`config.mk`:
```
export PLATFORM = sky130hd
export DESIGN_NAME = bpt_unit
export DESIGN_NICKNAME = d
export VERILOG_FILES = /design/src/core/bpt_pkg.sv /design/src/core/bpt_unit.sv
export SDC_FILE = /design/constraint.sdc
export NUM_CORES = 1
export LEC_CHECK = 0
export ABC_AREA = 1
export BUFFER_PORTS_ARGS = -buffer_cell sky130_fd_sc_hd__buf_2
export CORE_ASPECT_RATIO = 2
export CORE_MARGIN = 2
export CORE_UTILIZATION = 47
export DETAILED_ROUTE_END_ITERATION = 10
export PLACE_DENSITY = 0.79
export SYNTH_ARGS = -nofsm -noshare
export SYNTH_HDL_FRONTEND = slang
export SYNTH_SLANG_ARGS = --single-unit
```
`constraint.sdc`:
```
create_clock -name aclk -period 1.6 [get_ports aclk]
set_input_delay 0.08 -clock aclk [delete_from_list [all_inputs] [get_ports aclk]]
set_output_delay 0.08 -clock aclk [all_outputs]
set_load 0.01 [all_outputs]
```
`src/core/bpt_pkg.sv`:
```
// Package with register map, field positions and shared types of the unit.
package bpt_pkg;
    // Register indices; the bus byte address is four times the index.
    localparam logic [7:0] OFF_CTRL0    = 8'h20;
    localparam logic [7:0] OFF_CTRL1    = 8'h21;
    localparam logic [7:0] OFF_ADDR_HI  = 8'h22;
    localparam logic [7:0] OFF_ADDR_LO  = 8'h23;
    localparam logic [7:0] OFF_SEC_HI   = 8'h24;
    localparam logic [7:0] OFF_SEC_LO   = 8'h25;
    localparam logic [7:0] OFF_TAG_CTRL = 8'h28;
    localparam logic [7:0] OFF_STATUS   = 8'h2C;
    localparam int C0_MODE_HI = 7;
    localparam int C0_MODE_LO = 6;
    localparam int C0_PROG    = 3;
    localparam int C0_RANGE1  = 1;
    localparam int C0_RANGE0  = 0;
    localparam int C1_SEC_EN  = 7;
    localparam int C1_MASK_HI = 6;
    localparam int C1_MASK_LO = 5;
    localparam int C1_SZ8     = 4;
    localparam int C1_RW1E    = 3;
    localparam int C1_RW1     = 2;
    localparam int C1_RW0E    = 1;
    localparam int C1_RW0     = 0;
    localparam logic [7:0] RESET_BYTE = 8'h00;
    localparam logic [1:0] RESP_OKAY  = 2'b00;
    localparam logic [1:0] RESP_SLVERR = 2'b10;

    typedef enum logic [1:0] {
        BPT_OFF, BPT_SWI_DUAL, BPT_BGD_FULL, BPT_BGD_DUAL
    } bpt_mode_type;

    typedef struct packed {
        logic [15:0] addr;
        logic [15:0] data;
        logic        read;
        logic        valid;
        logic        fetch;
    } bpt_cpu_bus_type;

    typedef struct packed {
        logic [7:0] ctrl0;
        logic [7:0] ctrl1;
        logic [7:0] addr_hi;
        logic [7:0] addr_lo;
        logic [7:0] sec_hi;
        logic [7:0] sec_lo;
        logic       tag_active;
        logic       ecl_prev;
        logic       tag_lo_seen;
        logic       tag_hi_seen;
        logic       pend_break;
        logic       pend_prog;
        logic       swi_req;
        logic       bgd_req;
        logic       tag_bgd_req;
        logic       tagged_hi;
        logic       tagged_lo;
        logic       awvalid_seen;
        logic [7:0] awaddr;
        logic       wvalid_seen;
        logic [31:0] wdata;
        logic [3:0] wstrb;
        logic       bvalid;
        logic [1:0] bresp;
        logic       rvalid;
        logic [31:0] rdata;
        logic [1:0] rresp;
    } bpt_state_type;
endpackage : bpt_pkg

```
`src/core/bpt_unit.sv`:
```
// Breakpoint comparator and instruction tag unit with an AXI4-Lite slave.
//
// Implementation choice: the AXI4-Lite register port.
`timescale 1ns/1ns
module bpt_unit (
    input  wire logic                     aclk,
    input  wire logic                     aresetn,
    input  wire logic                     clk_en,
    input  wire logic [7:0]               s_axi_awaddr,
    input  wire logic                     s_axi_awvalid,
    output logic                          s_axi_awready,
    input  wire logic [31:0]              s_axi_wdata,
    input  wire logic [3:0]               s_axi_wstrb,
    input  wire logic                     s_axi_wvalid,
    output logic                          s_axi_wready,
    output logic [1:0]                    s_axi_bresp,
    output logic                          s_axi_bvalid,
    input  wire logic                     s_axi_bready,
    input  wire logic [7:0]               s_axi_araddr,
    input  wire logic                     s_axi_arvalid,
    output logic                          s_axi_arready,
    output logic [31:0]                   s_axi_rdata,
    output logic [1:0]                    s_axi_rresp,
    output logic                          s_axi_rvalid,
    input  wire logic                     s_axi_rready,
    input  wire bpt_pkg::bpt_cpu_bus_type cpu_bus,
    input  wire logic                     insn_boundary,
    input  wire logic                     queue_head_hi,
    input  wire logic                     queue_head_lo,
    input  wire logic                     head_executes,
    input  wire logic                     bgd_active,
    input  wire logic                     tag_and_go_command,
    input  wire logic                     bus_e_clock,
    input  wire logic                     low_tag_pin,
    input  wire logic                     high_tag_pin,
    output logic                          swi_request,
    output logic                          bgd_request,
    output logic                          tag_mode_active,
    output logic                          serial_cmd_block,
    output logic                          tag_hi_out,
    output logic                          tag_lo_out
);
    bpt_pkg::bpt_state_type st_r;
    bpt_pkg::bpt_state_type st_nxt;

    // Picks one byte of a word bus by its byte lane.
    function automatic logic [7:0] lane_byte(input logic [31:0] w,
                                             input logic [1:0] lane);
        lane_byte = w[8*lane +: 8];
    endfunction : lane_byte

    // Read view of a register at a register index; unmapped returns zero.
    function automatic logic [7:0] reg_view(input bpt_pkg::bpt_state_type s,
                                            input logic [7:0] a);
        if (a == bpt_pkg::OFF_CTRL0)
            reg_view = s.ctrl0;
        else if (a == bpt_pkg::OFF_CTRL1)
            reg_view = s.ctrl1;
        else if (a == bpt_pkg::OFF_ADDR_HI)
            reg_view = s.addr_hi;
        else if (a == bpt_pkg::OFF_ADDR_LO)
            reg_view = s.addr_lo;
        else if (a == bpt_pkg::OFF_SEC_HI)
            reg_view = s.sec_hi;
        else if (a == bpt_pkg::OFF_SEC_LO)
            reg_view = s.sec_lo;
        else if (a == bpt_pkg::OFF_STATUS)
            reg_view = {3'b000, s.tag_active, s.pend_break, s.pend_prog,
                        s.tagged_hi, s.tagged_lo};
        else
            reg_view = 8'h00;
    endfunction : reg_view

    // Registers sit in the low byte lane of each aligned word.
    function automatic logic mapped(input logic [7:0] a);
        mapped = (a == bpt_pkg::OFF_CTRL0) || (a == bpt_pkg::OFF_CTRL1) ||
                 (a == bpt_pkg::OFF_ADDR_HI) || (a == bpt_pkg::OFF_ADDR_LO) ||
                 (a == bpt_pkg::OFF_SEC_HI) || (a == bpt_pkg::OFF_SEC_LO) ||
                 (a == bpt_pkg::OFF_TAG_CTRL) || (a == bpt_pkg::OFF_STATUS);
    endfunction : mapped

    // Byte address to register index; a misaligned address hits nothing.
    function automatic logic [7:0] word_index(input logic [7:0] a);
        word_index = (a[1:0] == 2'b00) ? {2'b00, a[7:2]} : 8'hFF;
    endfunction : word_index

    bpt_pkg::bpt_mode_type mode;
    logic        hi0_ok;
    logic        lo0_ok;
    logic        rw0_ok;
    logic        hit0;
    logic        hi1_ok;
    logic        lo1_ok;
    logic        rw1_ok;
    logic        hit1;
    logic        dhi_ok;
    logic        dlo_ok;
    logic        full_hit;
    logic        any_hit;
    logic        prog_only;
    logic        e_fall;
    logic [7:0]  wbyte;
    logic        do_wr;

    always_comb
    begin
        mode = bpt_pkg::bpt_mode_type'(st_r.ctrl0[bpt_pkg::C0_MODE_HI:
                                                  bpt_pkg::C0_MODE_LO]);
        hi0_ok = cpu_bus.addr[15:8] == st_r.addr_hi;
        lo0_ok = !st_r.ctrl0[bpt_pkg::C0_RANGE0] ||
                 cpu_bus.addr[7:0] == st_r.addr_lo;
        rw0_ok = (mode == bpt_pkg::BPT_SWI_DUAL) ||
                 !st_r.ctrl1[bpt_pkg::C1_RW0E] ||
                 cpu_bus.read == st_r.ctrl1[bpt_pkg::C1_RW0];
        hit0 = hi0_ok && lo0_ok && rw0_ok;
        hi1_ok = cpu_bus.addr[15:8] == st_r.sec_hi;
        lo1_ok = !st_r.ctrl0[bpt_pkg::C0_RANGE1] ||
                 cpu_bus.addr[7:0] == st_r.sec_lo;
        rw1_ok = (mode == bpt_pkg::BPT_SWI_DUAL) ||
                 !st_r.ctrl1[bpt_pkg::C1_RW1E] ||
                 cpu_bus.read == st_r.ctrl1[bpt_pkg::C1_RW1];
        // Byte size select is deliberately unused in all modes.
        hit1 = st_r.ctrl1[bpt_pkg::C1_SEC_EN] && hi1_ok && lo1_ok &&
               rw1_ok;
        dhi_ok = st_r.ctrl1[bpt_pkg::C1_MASK_HI] ||
                 cpu_bus.data[15:8] == st_r.sec_hi;
        dlo_ok = st_r.ctrl1[bpt_pkg::C1_MASK_LO] ||
                 cpu_bus.data[7:0] == st_r.sec_lo;
        full_hit = hit0 && (!st_r.ctrl1[bpt_pkg::C1_SEC_EN] ||
                            (dhi_ok && dlo_ok));
        case (mode)
            bpt_pkg::BPT_BGD_FULL: any_hit = full_hit;
            bpt_pkg::BPT_OFF:      any_hit = 1'b0;
            default:               any_hit = hit0 || hit1;
        endcase
        // Interrupt mode only ever breaks on executed fetches.
        prog_only = st_r.ctrl0[bpt_pkg::C0_PROG] ||
                    mode == bpt_pkg::BPT_SWI_DUAL;
        e_fall = st_r.ecl_prev && !bus_e_clock;
        wbyte = lane_byte(st_r.wdata, 2'b00);
        do_wr = st_r.awvalid_seen && st_r.wvalid_seen && !st_r.bvalid;
    end

    always_comb
    begin
        st_nxt = st_r;
        st_nxt.swi_req = 1'b0;
        st_nxt.bgd_req = 1'b0;
        st_nxt.tag_bgd_req = 1'b0;
        st_nxt.ecl_prev = bus_e_clock;
        if (st_r.pend_break && insn_boundary)
        begin
            st_nxt.pend_break = 1'b0;
            st_nxt.swi_req = mode == bpt_pkg::BPT_SWI_DUAL;
            st_nxt.bgd_req = mode != bpt_pkg::BPT_SWI_DUAL;
        end
        // A tagged fetch that is discarded never reaches execution.
        if (st_r.pend_prog && insn_boundary)
        begin
            st_nxt.pend_prog = 1'b0;
            if (head_executes)
            begin
                st_nxt.swi_req = mode == bpt_pkg::BPT_SWI_DUAL;
                st_nxt.bgd_req = mode != bpt_pkg::BPT_SWI_DUAL;
            end
        end
        // A hit in the boundary cycle stays pending, so the set wins.
        if (cpu_bus.valid && any_hit && !bgd_active)
        begin
            if (!prog_only)
                st_nxt.pend_break = 1'b1;
            else if (cpu_bus.fetch)
                st_nxt.pend_prog = 1'b1;
        end
        if (tag_and_go_command && !bgd_active)
            st_nxt.tag_active = 1'b1;
        if ((st_r.tagged_hi && queue_head_hi) ||
            (st_r.tagged_lo && queue_head_lo))
        begin
            st_nxt.tag_bgd_req = !bgd_active;
            st_nxt.tagged_hi = 1'b0;
            st_nxt.tagged_lo = 1'b0;
        end
        // A tag caught at the same fall as a head hit is kept.
        if (st_r.tag_active && e_fall)
        begin
            st_nxt.tagged_hi = st_nxt.tagged_hi || !high_tag_pin;
            st_nxt.tagged_lo = st_nxt.tagged_lo || !low_tag_pin;
        end
        if (bgd_active)
        begin
            st_nxt.tag_active = 1'b0;
            st_nxt.pend_break = 1'b0;
            st_nxt.pend_prog = 1'b0;
            st_nxt.swi_req = 1'b0;
            st_nxt.bgd_req = 1'b0;
        end
        if (s_axi_awvalid && !st_r.awvalid_seen)
        begin
            st_nxt.awvalid_seen = 1'b1;
            st_nxt.awaddr = word_index(s_axi_awaddr);
        end
        if (s_axi_wvalid && !st_r.wvalid_seen)
        begin
            st_nxt.wvalid_seen = 1'b1;
            st_nxt.wdata = s_axi_wdata;
            st_nxt.wstrb = s_axi_wstrb;
        end
        if (do_wr)
        begin
            st_nxt.awvalid_seen = 1'b0;
            st_nxt.wvalid_seen = 1'b0;
            st_nxt.bvalid = 1'b1;
            st_nxt.bresp = mapped(st_r.awaddr) ? bpt_pkg::RESP_OKAY
                                               : bpt_pkg::RESP_SLVERR;
            if (st_r.wstrb[0])
            begin
                if (st_r.awaddr == bpt_pkg::OFF_CTRL0)
                    st_nxt.ctrl0 = wbyte;
                else if (st_r.awaddr == bpt_pkg::OFF_CTRL1)
                    st_nxt.ctrl1 = wbyte;
                else if (st_r.awaddr == bpt_pkg::OFF_ADDR_HI)
                    st_nxt.addr_hi = wbyte;
                else if (st_r.awaddr == bpt_pkg::OFF_ADDR_LO)
                    st_nxt.addr_lo = wbyte;
                else if (st_r.awaddr == bpt_pkg::OFF_SEC_HI)
                    st_nxt.sec_hi = wbyte;
                else if (st_r.awaddr == bpt_pkg::OFF_SEC_LO)
                    st_nxt.sec_lo = wbyte;
                else if (st_r.awaddr == bpt_pkg::OFF_TAG_CTRL &&
                         wbyte[0] && !bgd_active)
                    st_nxt.tag_active = 1'b1;
            end
        end
        if (st_r.bvalid && s_axi_bready)
            st_nxt.bvalid = 1'b0;
        if (s_axi_arvalid && !st_r.rvalid)
        begin
            st_nxt.rvalid = 1'b1;
            st_nxt.rdata = {24'h00_0000,
                            reg_view(st_r, word_index(s_axi_araddr))};
            st_nxt.rresp = mapped(word_index(s_axi_araddr))
                           ? bpt_pkg::RESP_OKAY : bpt_pkg::RESP_SLVERR;
        end
        else if (st_r.rvalid && s_axi_rready)
            st_nxt.rvalid = 1'b0;
    end

    always_ff @(posedge aclk)
    begin
        if (!aresetn)
        begin
            st_r <= '0;
            st_r.addr_hi <= bpt_pkg::RESET_BYTE;
            st_r.addr_lo <= bpt_pkg::RESET_BYTE;
            st_r.sec_hi <= bpt_pkg::RESET_BYTE;
            st_r.sec_lo <= bpt_pkg::RESET_BYTE;
            st_r.ecl_prev <= 1'b1;
        end
        else if (clk_en)
            st_r <= st_nxt;
    end

    assign s_axi_awready = !st_r.awvalid_seen;
    assign s_axi_wready = !st_r.wvalid_seen;
    assign s_axi_bvalid = st_r.bvalid;
    assign s_axi_bresp = st_r.bresp;
    assign s_axi_arready = !st_r.rvalid;
    assign s_axi_rvalid = st_r.rvalid;
    assign s_axi_rdata = st_r.rdata;
    assign s_axi_rresp = st_r.rresp;
    assign swi_request = st_r.swi_req;
    assign bgd_request = st_r.bgd_req || st_r.tag_bgd_req;
    assign tag_mode_active = st_r.tag_active;
    assign serial_cmd_block = st_r.tag_active;
    assign tag_hi_out = st_r.tagged_hi;
    assign tag_lo_out = st_r.tagged_lo;
endmodule : bpt_unit

```
==> impl_metrics.env, run 1 <==
export IMPL_fin_crit_ps=1830
export IMPL_die_h_um=148
export IMPL_cts_buffers=9
export IMPL_die_area_sq_um=11200
export IMPL_min_path_type="in -> reg"
export IMPL_wirelength_mm=16.1
export IMPL_synthTopCellsByArea="dfxtp_1 36%, nand2_1 11%, a21oi_1 7.1%"
export IMPL_root_buffer="clkbuf_16"
export IMPL_dr_pass1_iters=7
export IMPL_cp_end_kind="flip-flop"
export IMPL_critPathLaunchType="flip-flop"
export IMPL_routedWlPerCell_um=16.3
export IMPL_viasPerCell=5.30
export IMPL_dp_hpwl_mm=11.4
export IMPL_worst_slack_ps=-228
export IMPL_first_global_vias=4789
export IMPL_ant_nets=0
export IMPL_syn_area_sq_um=4870
export IMPL_grt_pass1_wl_mm=22.5
export IMPL_layout_nets=950
export IMPL_rows=52
export IMPL_layout_drive_gt1_share_pct=32.4
export IMPL_worstPathCellList="inv_2, nor3_4, buf_6, nand3_4, buf_6, nor4_4, buf_4, buf_12, nor2_1, a211oi_1"
export IMPL_ys_types=42
export IMPL_timing_final_crit_share_pct=114
export IMPL_synth_seq_area_share_pct=35.8
export IMPL_setup_viol_count_final=42
export IMPL_die_w_um=76.0
export IMPL_coreArea_sq_um=10100
export IMPL_ir_worst_vdd_mv=0.630
export IMPL_crit_fanout=8
export IMPL_critical_path_arrival_ps=2060
export IMPL_path_class="reg -> reg"
export IMPL_fin_skew_ps=5.61
export IMPL_htreeDepth=3
export IMPL_tightestPinTransition_ps=619
export IMPL_critPathMostFrequentCell="buf_6"
export IMPL_grt_overflow_total=0
export IMPL_via_count=5228
export IMPL_ios=151
export IMPL_numPortBuffers=97
export IMPL_n_antenna_cell=0
export IMPL_grt_max_degree=52
export IMPL_cts_tree="done"
export IMPL_relSlewSlack_pct=58.7
export IMPL_synth_cells=685
export IMPL_initial_core_util_pct=48.3
export IMPL_yosys_warnings=0
export IMPL_place_congestion=0.975
export IMPL_drc=0
export IMPL_yosysTopAreaCell="dfxtp_1"
export IMPL_max_clock_freq_mhz=547
export IMPL_fillers=870
export IMPL_drtIter0Drc=373
export IMPL_holdWs_ps=1.43
export IMPL_antenna_found_initial=0
export IMPL_power_density_nw_per_um2=777
export IMPL_clockBufferDepth=2
export IMPL_violations="negative setup slack"
export IMPL_synth_top_area_share_pct=35.8
export IMPL_avgSynthCellArea_sq_um=7.11
export IMPL_cpPeakStageDelay_ps=320
export IMPL_crit_required_ps=1830
export IMPL_critical_path_slowest_cell="dfxtp_2"
export IMPL_area_delta_synth_final_pct=35.1
export IMPL_fin_util_pct=65.3
export IMPL_grt_setup_unrepaired="yes"
export IMPL_outcome="complete, but fails checks"
export IMPL_fin_total_pwr_uw=5110
export IMPL_final_max_slew_viol_count=0
export IMPL_p_leak_uw=0.00288
export IMPL_final_hold_viol_count=0
export IMPL_insertion_delay_ps=340
export IMPL_ys_ff_latch=87
export IMPL_numClockSinks=87
export IMPL_clkTransAtPathRegs_ps=60
export IMPL_grt_usage_pct=25.8
export IMPL_maxCapViolCount=0
-- layout make-up --
type                    instances  area, sq um  area share, %
repair buffers                179         1290           19.6
well taps                     135          169           2.57
flip-flops and latches         87         1770           26.9
clock inverters                 5         81.3           1.24
multi-input cells             477         2680           40.7
clock buffers                  11          243           3.69
repair inverters                1         5.00         0.0760
inverters                      91          345           5.25
-- flip-flops by register name, indices dropped and copies added, names as in the netlist --
name,count
mode,2
s_axi_bresp,1
s_axi_bvalid,1
s_axi_rdata,8
s_axi_rresp,1
s_axi_rvalid,1
serial_cmd_block,1
st_r,69
swi_request,1
tag_hi_out,1
tag_lo_out,1
-- worst paths after layout --
path | startpoint | endpoint | slack [ps] | cells after the start
worst max-delay path | st_r[80]$_SDFFE_PN0P_ | st_r[124]$_SDFFE_PN0P_ | -230 | 10
worst min-delay path | s_axi_bready | s_axi_bvalid$_SDFFE_PN0P_ | 1 | 4
worst max register to register | st_r[80]$_SDFFE_PN0P_ | st_r[124]$_SDFFE_PN0P_ | -230 | 10
worst min register to register | s_axi_rdata[1]$_SDFFE_PN0P_ | s_axi_rdata[1]$_SDFFE_PN0P_ | 460 | 2
-- power breakdown --
| group | internal (uW) | total, uW | switching, uW |
|---|---|---|---|
| Sequential | 2210 | 2240 | 32.1 |
| Clock | 1410 | 2290 | 883 |
| Combinational | 226 | 581 | 355 |
-- stage by stage --
step           TNS [ps]  setup WS [ps]  instances  area (sq um)
6_report          -2300           -228        986          6580
5_1_grt           -6600           -308        986          6580
4_1_cts            -572          -56.2        973          6220
3_5_place_dp       -290          -65.3        944          5730
3_3_place_gp      -18.6          -14.7        944          5730
2_1_floorplan         0            107        710          4960
-- what timing repair did --
action / 4_1_cts / 5_1_grt
gates cloned: 1 / 4
pin swaps: 1 / 32
buffers inserted: 3 / 10
setup endpoints to repair: 15 / 50
gates resized for setup: 5 / 80
endpoints found under the hold margin: 9 / 0
hold buffers: 9 / 0
-- critical path, delay by kind of cell, from the launching register on --
| family | cells | cell delay [ps] |
|---|---|---|
| compound gates | 1 | 270 |
| flops | 1 | 320 |
| buf+inv | 5 | 610 |
| simple gates | 4 | 510 |
-- metal layers --
layer	wire (um)	global-route usage (%)	part of all wire, %
met3	771	3.60	4.8
met4	1060	16.2	6.6
met2	9030	52.5	56
met5	0	0	0
met1	5190	23.1	32
-- kinds of logic after synthesis --
logic type	after synthesis	synth area share, %
other cells	1	0.0770
compound gates	163	19.9
flops	87	35.8
buf+inv	146	14.8
xor+xnor	29	5.22
simple gates	259	24.3
-- cells in the final DEF, fill, tap and decap left out, drive strengths merged, types with 3 or more instances in the layout --
| cell | count |
|---|---|
| o21ai | 51 |
| a211oi | 24 |
| nor2 | 64 |
| dfxtp | 87 |
| xor2 | 5 |
| a221oi | 7 |
| clkbuf | 15 |
| nor3 | 7 |
| clkinv | 3 |
| nand4 | 12 |
| buf | 166 |
| conb | 26 |
| nand2 | 149 |
| nand3 | 19 |
| a21oi | 69 |
| nor4 | 3 |
| xnor2 | 24 |
| inv | 89 |
| dlygate4sd3 | 9 |
| clkinvlp | 3 |
-- synth_stat cells, drive strengths merged --
master and number:
conb 1, and3 1, nand2 149, clkinv 2, a32oi 1, clkbuf 11
nor3 7, nand3 19, o22ai 2, a22o 1, nand3b 2, o31ai 1
a211oi 24, nor4 3, xor2 5, o221ai 1, xnor2 24, o211ai 1
buf 44, dfxtp 87, o21ai 51, nor2 64, a31o 2, o2111ai 2
a221oi 7, inv 89, a31oi 1, or2 2, nand4 12, a21oi 69
No activity file was read; power rests on OpenSTA's default activity.
==> inputs of run 2 (changes only) <==
Settings changed: CORE_UTILIZATION 47 to 52, PLACE_DENSITY 0.79 to 0.83.
Clock period 1.6 ns to 2 ns, I/O delays scaled along.
==> run 2 against run 1 <==
- the flow now finishes without violations
- worst setup slack gained 430 ps
- core utilization shrank 4.4 points
- hold slack gained 5.6 ps
- non-clock buffer count shrank 66
- first-iteration DRC count shrank 37%
- largest power group is now registers
==> impl_metrics.env, run 2 (same netlist as run 1, synthesis figures left out) <==
export IMPL_clkTransAtPathRegs_ps=60
export IMPL_setup_tns_ps=0
export IMPL_post_place_ws_ps=207
export IMPL_timing_final_crit_share_pct=90.1
export IMPL_place_area_sq_um=5310
export IMPL_final_hold_viol_count=0
export IMPL_n_antenna_cell=0
export IMPL_drc=0
export IMPL_fillers=867
export IMPL_root_buffer="clkbuf_16"
export IMPL_tightestPinTransition_ps=614
export IMPL_outcome="finished, final reports clean"
export IMPL_die_area_sq_um=10200
export IMPL_fin_skew_ps=7.38
export IMPL_fin_util_pct=60.9
export IMPL_combinationalPowerShare_pct=10.3
export IMPL_use_met3_pct=4.79
export IMPL_initial_core_util_pct=52.6
export IMPL_grt_overflow_total=0
export IMPL_postLayoutCellArea_sq_um=5640
export IMPL_final_cell_mix="145 x nand2_1, 97 x buf_2, 87 x dfxtp_1"
export IMPL_ir_worst_vdd_mv=0.542
export IMPL_grt_pass1_wl_mm=22.1
export IMPL_insertion_delay_ps=340
export IMPL_max_clock_freq_mhz=555
export IMPL_layout_drive_gt1_share_pct=19.7
export IMPL_met2_usage_pct=55.7
export IMPL_top_register="st_r"
export IMPL_fin_crit_ps=1800
export IMPL_dr_pass1_iters=5
export IMPL_antenna_found_initial=0
export IMPL_crit_required_ps=2260
export IMPL_power_frac_seq_pct=45.1
export IMPL_cts_buffers=9
export IMPL_path_class="reg -> reg"
export IMPL_swShare_pct=23.7
export IMPL_viasPerCell=5.44
export IMPL_crit_fanout=10
export IMPL_die_w_um=72.4
export IMPL_rows=50
export IMPL_fin_total_pwr_uw=3970
export IMPL_grt_busiest_layer="met2"
export IMPL_routedWlPerCell_um=16.5
export IMPL_power_density_nw_per_um2=705
export IMPL_via_count=4821
export IMPL_switching_power_uw=943
export IMPL_met1_usage_pct=26.2
export IMPL_clockBufferDepth=2
export IMPL_final_common_cell="nand2_1"
export IMPL_largest_register_ff_count=69
export IMPL_cts_tree="done"
export IMPL_numClockSinks=87
export IMPL_ios=151
export IMPL_intPower_uw=3030
export IMPL_grt_max_degree=52
export IMPL_area_delta_synth_final_pct=15.8
export IMPL_grt_usage_pct=28.9
export IMPL_critical_path_arrival_ps=2060
export IMPL_p_leak_uw=0.00245
export IMPL_min_path_type="in -> reg"
export IMPL_place_congestion=0.994
export IMPL_pwr_share_clk_pct=44.6
export IMPL_grt_setup_unrepaired="no"
export IMPL_maxCapViolCount=0
export IMPL_drtIter0Drc=234
export IMPL_first_global_vias=4630
export IMPL_reg2reg_slack_ps=200
export IMPL_coreArea_sq_um=9260
export IMPL_die_h_um=141
export IMPL_dp_hpwl_mm=11.5
export IMPL_relSlewSlack_pct=58.9
export IMPL_cp_end_kind="flip-flop"
export IMPL_htreeDepth=3
export IMPL_numPortBuffers=97
export IMPL_worst_slack_ps=199
export IMPL_critPathLaunchType="flip-flop"
export IMPL_final_max_slew_viol_count=0
export IMPL_wirelength_mm=14.7
export IMPL_setup_viol_count_final=0
export IMPL_layout_nets=883
export IMPL_ant_nets=0
[run 2: cell count changes in the layout (fill, tap and decap cells not counted), moves of 7 or more]
cell	delta
o21ai_0	+9
dlygate4sd3_1	-7
o21ai_1	-7
dfxtp_1	+20
buf_6	-9
nor2_1	+7
dfxtp_2	-19
buf_4	-41
[run 2: worst paths after layout]
path                                            start                      to  depth (start not counted)
worst max-delay path            st_r[75]$_SDFFE_PN0P_  st_r[114]$_SDFFE_PN0P_                          6
worst min-delay path                  s_axi_awaddr[4]   st_r[77]$_SDFFE_PN0P_                          3
worst max register to register  st_r[75]$_SDFFE_PN0P_  st_r[114]$_SDFFE_PN0P_                          6
worst min register to register  st_r[86]$_SDFFE_PN0P_   st_r[86]$_SDFFE_PN0P_                          2
[run 2: cell type report]
class	instances	area (sq um)	area share (%)
multi-input cells	477	2500	44.4
flip-flops and latches	87	1740	30.9
repair buffers	113	611	10.8
inverters	91	342	6.06
clock buffers	11	243	4.31
well taps	104	130	2.31
clock inverters	3	68.8	1.22
[run 2: critical path: stages (launching register included)]
cell and delay (ps):
dfxtp_1 480, inv_1 150, nor3_1 210, nand3_1 320, clkinv_1 300, o21ai_0 110
a21oi_1 140
[run 2: power by group through the flow]
stage,combinational [uW],clock [uW],sequential [uW]
global route,450,1860,1800
finish,408,1770,1790
floorplan,270,0,1830
global placement,386,0,1830
CTS,405,1790,1790
detailed placement,400,0,1830
[run 2: metal layers]
metal,vias up,part of all wire [%]
met5,-,0
met4,0,5.9
met3,49,3.7
met2,174,56
met1,2231,34
li1,2367,-
[run 2: timing repair]
action                    CTS  global route
setup buffers               0             0
resized for setup           0             0
hold endpoints to repair    2             0
hold buffers                2             0
[run 2: stage by stage]
step,instances,hold WS [ps]
2_1_floorplan,710,217
6_report,886,7.04
3_5_place_dp,870,350
5_1_grt,886,14.9
3_3_place_gp,870,333
4_1_cts,886,4.73
==> inputs of run 3 (changes only) <==
Settings changed: REMOVE_ABC_BUFFERS set to 1.
==> run 3 against run 2 <==
- register-to-register slack improved by 70 ps
- sequential share of layout area rose by 0.19 points
- clock power fell by 7%
- total power fell by 3.2%
- routed wire length fell by 3.2%
- non-clock buffer count fell by 3
- sequential power barely moved
- worst setup slack improved by 67 ps
- hold slack got worse by 5.5 ps
- global-route usage fell by 0.54 points
- combinational power fell by 1%
- first-iteration DRC count rose by 67%
- critical path type unchanged
- largest cell class unchanged
- largest power group unchanged
==> impl_metrics.env, run 3 (same netlist as run 1, synthesis figures left out) <==
export IMPL_tightestPinTransition_ps=717
export IMPL_rows=50
export IMPL_holdWs_ps=1.53
export IMPL_max_clock_freq_mhz=576
export IMPL_final_cells=885
export IMPL_ant_nets=0
export IMPL_worstPathCellList="inv_1, nor2_1, inv_1, nand3_1, nand3_1, nor2_1, nand2_1, a21oi_1, nand3_1, nand2_1, nand2_1, a21oi_1"
export IMPL_min_path_type="in -> reg"
export IMPL_cts_tree="done"
export IMPL_swShare_pct=24.9
export IMPL_cts_buffers=9
export IMPL_grt_max_degree=37
export IMPL_via_count=4772
export IMPL_die_w_um=72.4
export IMPL_root_buffer="clkbuf_16"
export IMPL_power_density_nw_per_um2=686
export IMPL_dp_hpwl_mm=11.2
export IMPL_p_leak_uw=0.00243
export IMPL_clockBufferDepth=2
export IMPL_n_antenna_cell=0
export IMPL_setup_viol_count_final=0
export IMPL_path_class="reg -> reg"
export IMPL_grt_overflow_total=0
export IMPL_pwr_share_clk_pct=42.9
export IMPL_coreArea_sq_um=9260
export IMPL_die_h_um=141
export IMPL_cp_end_kind="flip-flop"
export IMPL_clkTransAtPathRegs_ps=60
export IMPL_switching_power_uw=956
export IMPL_area_delta_synth_final_pct=15.1
export IMPL_final_common_cell="nand2_1"
export IMPL_ios=151
export IMPL_largest_register_ff_count=69
export IMPL_critPathTopFamily="simple AND/OR/NAND/NOR gates"
export IMPL_timing_final_crit_share_pct=86.7
export IMPL_layout_drive_gt1_share_pct=19.6
export IMPL_combinationalPowerShare_pct=10.5
export IMPL_setup_tns_ps=0
export IMPL_dr_pass1_iters=5
export IMPL_critical_path_slowest_cell="dfxtp_1"
export IMPL_drc=0
export IMPL_critPathLaunchType="flip-flop"
export IMPL_ir_worst_vdd_mv=0.626
export IMPL_die_area_sq_um=10200
export IMPL_fin_crit_ps=1730
export IMPL_grt_setup_unrepaired="no"
export IMPL_maxCapViolCount=0
export IMPL_crit_required_ps=2260
export IMPL_power_frac_seq_pct=46.6
export IMPL_critical_path_arrival_ps=2000
export IMPL_top_register="st_r"
export IMPL_worst_path_buf_inv=2
export IMPL_place_congestion=1.09
export IMPL_insertion_delay_ps=340
export IMPL_place_inst=869
export IMPL_viasPerCell=5.39
export IMPL_crit_fanout=4
export IMPL_drtIter0Drc=390
export IMPL_outcome="finished, final reports clean"
export IMPL_cts_setup_buffers=0
export IMPL_htreeDepth=3
export IMPL_numClockSinks=87
export IMPL_hold_buffers=0
export IMPL_antenna_found_initial=0
export IMPL_wirelength_mm=14.2
export IMPL_intPower_uw=2890
export IMPL_final_hold_viol_count=0
export IMPL_fin_skew_ps=6.00
export IMPL_routedWlPerCell_um=16.0
export IMPL_grt_usage_pct=28.4
export IMPL_initial_core_util_pct=52.6
export IMPL_final_cell_mix="145 x nand2_1, 97 x buf_2, 87 x dfxtp_1"
export IMPL_layout_nets=880
export IMPL_first_global_vias=4447
export IMPL_fillers=840
export IMPL_cts_resized=0
export IMPL_grt_pass1_wl_mm=22.0
export IMPL_cpPeakStageDelay_ps=370
export IMPL_fin_total_pwr_uw=3840
export IMPL_numPortBuffers=97
export IMPL_final_max_slew_viol_count=0
export IMPL_relSlewSlack_pct=51.9
## run 3: cell count changes in the layout (fill, tap and decap cells not counted)
cell / previous run / this run
clkbuf_8: 1 / 0
dlygate4sd3_1: 2 / 0
bufinv_16: 2 / 1
buf_12: 0 / 1
clkbuf_1: 1 / 3
clkinvlp_4: 0 / 1
buf_4: 14 / 12
inv_6: 0 / 1
## run 3: power by group through the flow
stage	sequential (uW)	clock [uW]	combinational (uW)
2_1_floorplan	1830	0	210
3_3_place_gp	1830	0	387
3_5_place_dp	1830	0	399
4_1_cts	1790	1660	401
5_1_grt	1790	1730	446
6_report	1790	1650	403
## run 3: worst paths after layout
path	slack (ps)	startpoint	to	cells past startpoint
worst min-delay path	2	bgd_active	serial_cmd_block$_SDFFE_PN0P_	2
worst max-delay path	270	mode[0]$_SDFFE_PN0P_	st_r[90]$_SDFFE_PN0P_	12
worst min register to register	460	s_axi_rdata[1]$_SDFFE_PN0P_	s_axi_rdata[1]$_SDFFE_PN0P_	2
worst max register to register	270	mode[0]$_SDFFE_PN0P_	st_r[90]$_SDFFE_PN0P_	12
## run 3: cell type report
type | instances | area, sq um | area share, %
clock buffer | 12 | 236 | 4.22
clock inverter | 4 | 55.1 | 0.983
inverter | 91 | 342 | 6.10
multi-input combinational | 477 | 2500 | 44.7
sequential | 87 | 1740 | 31.1
tap | 104 | 130 | 2.32
timing repair buffer | 110 | 596 | 10.6
## run 3: stage by stage
stage                     setup slack [ps]  instance area [sq um]  util (%)
final                                  265                   5600      60.5
after global routing                  30.9                   5600      60.5
after CTS                              269                   5600      60.5
after detailed placement               271                   5310      57.4
after global placement                 357                   5310      57.4
after floorplan                        381                   4590         -
## run 3: routing by layer
layer	global-route usage [%]	share of wire (%)
met1	29.0	36
met2	54.0	56
met3	3.50	3.7
met4	14.3	4.3
met5	0	0
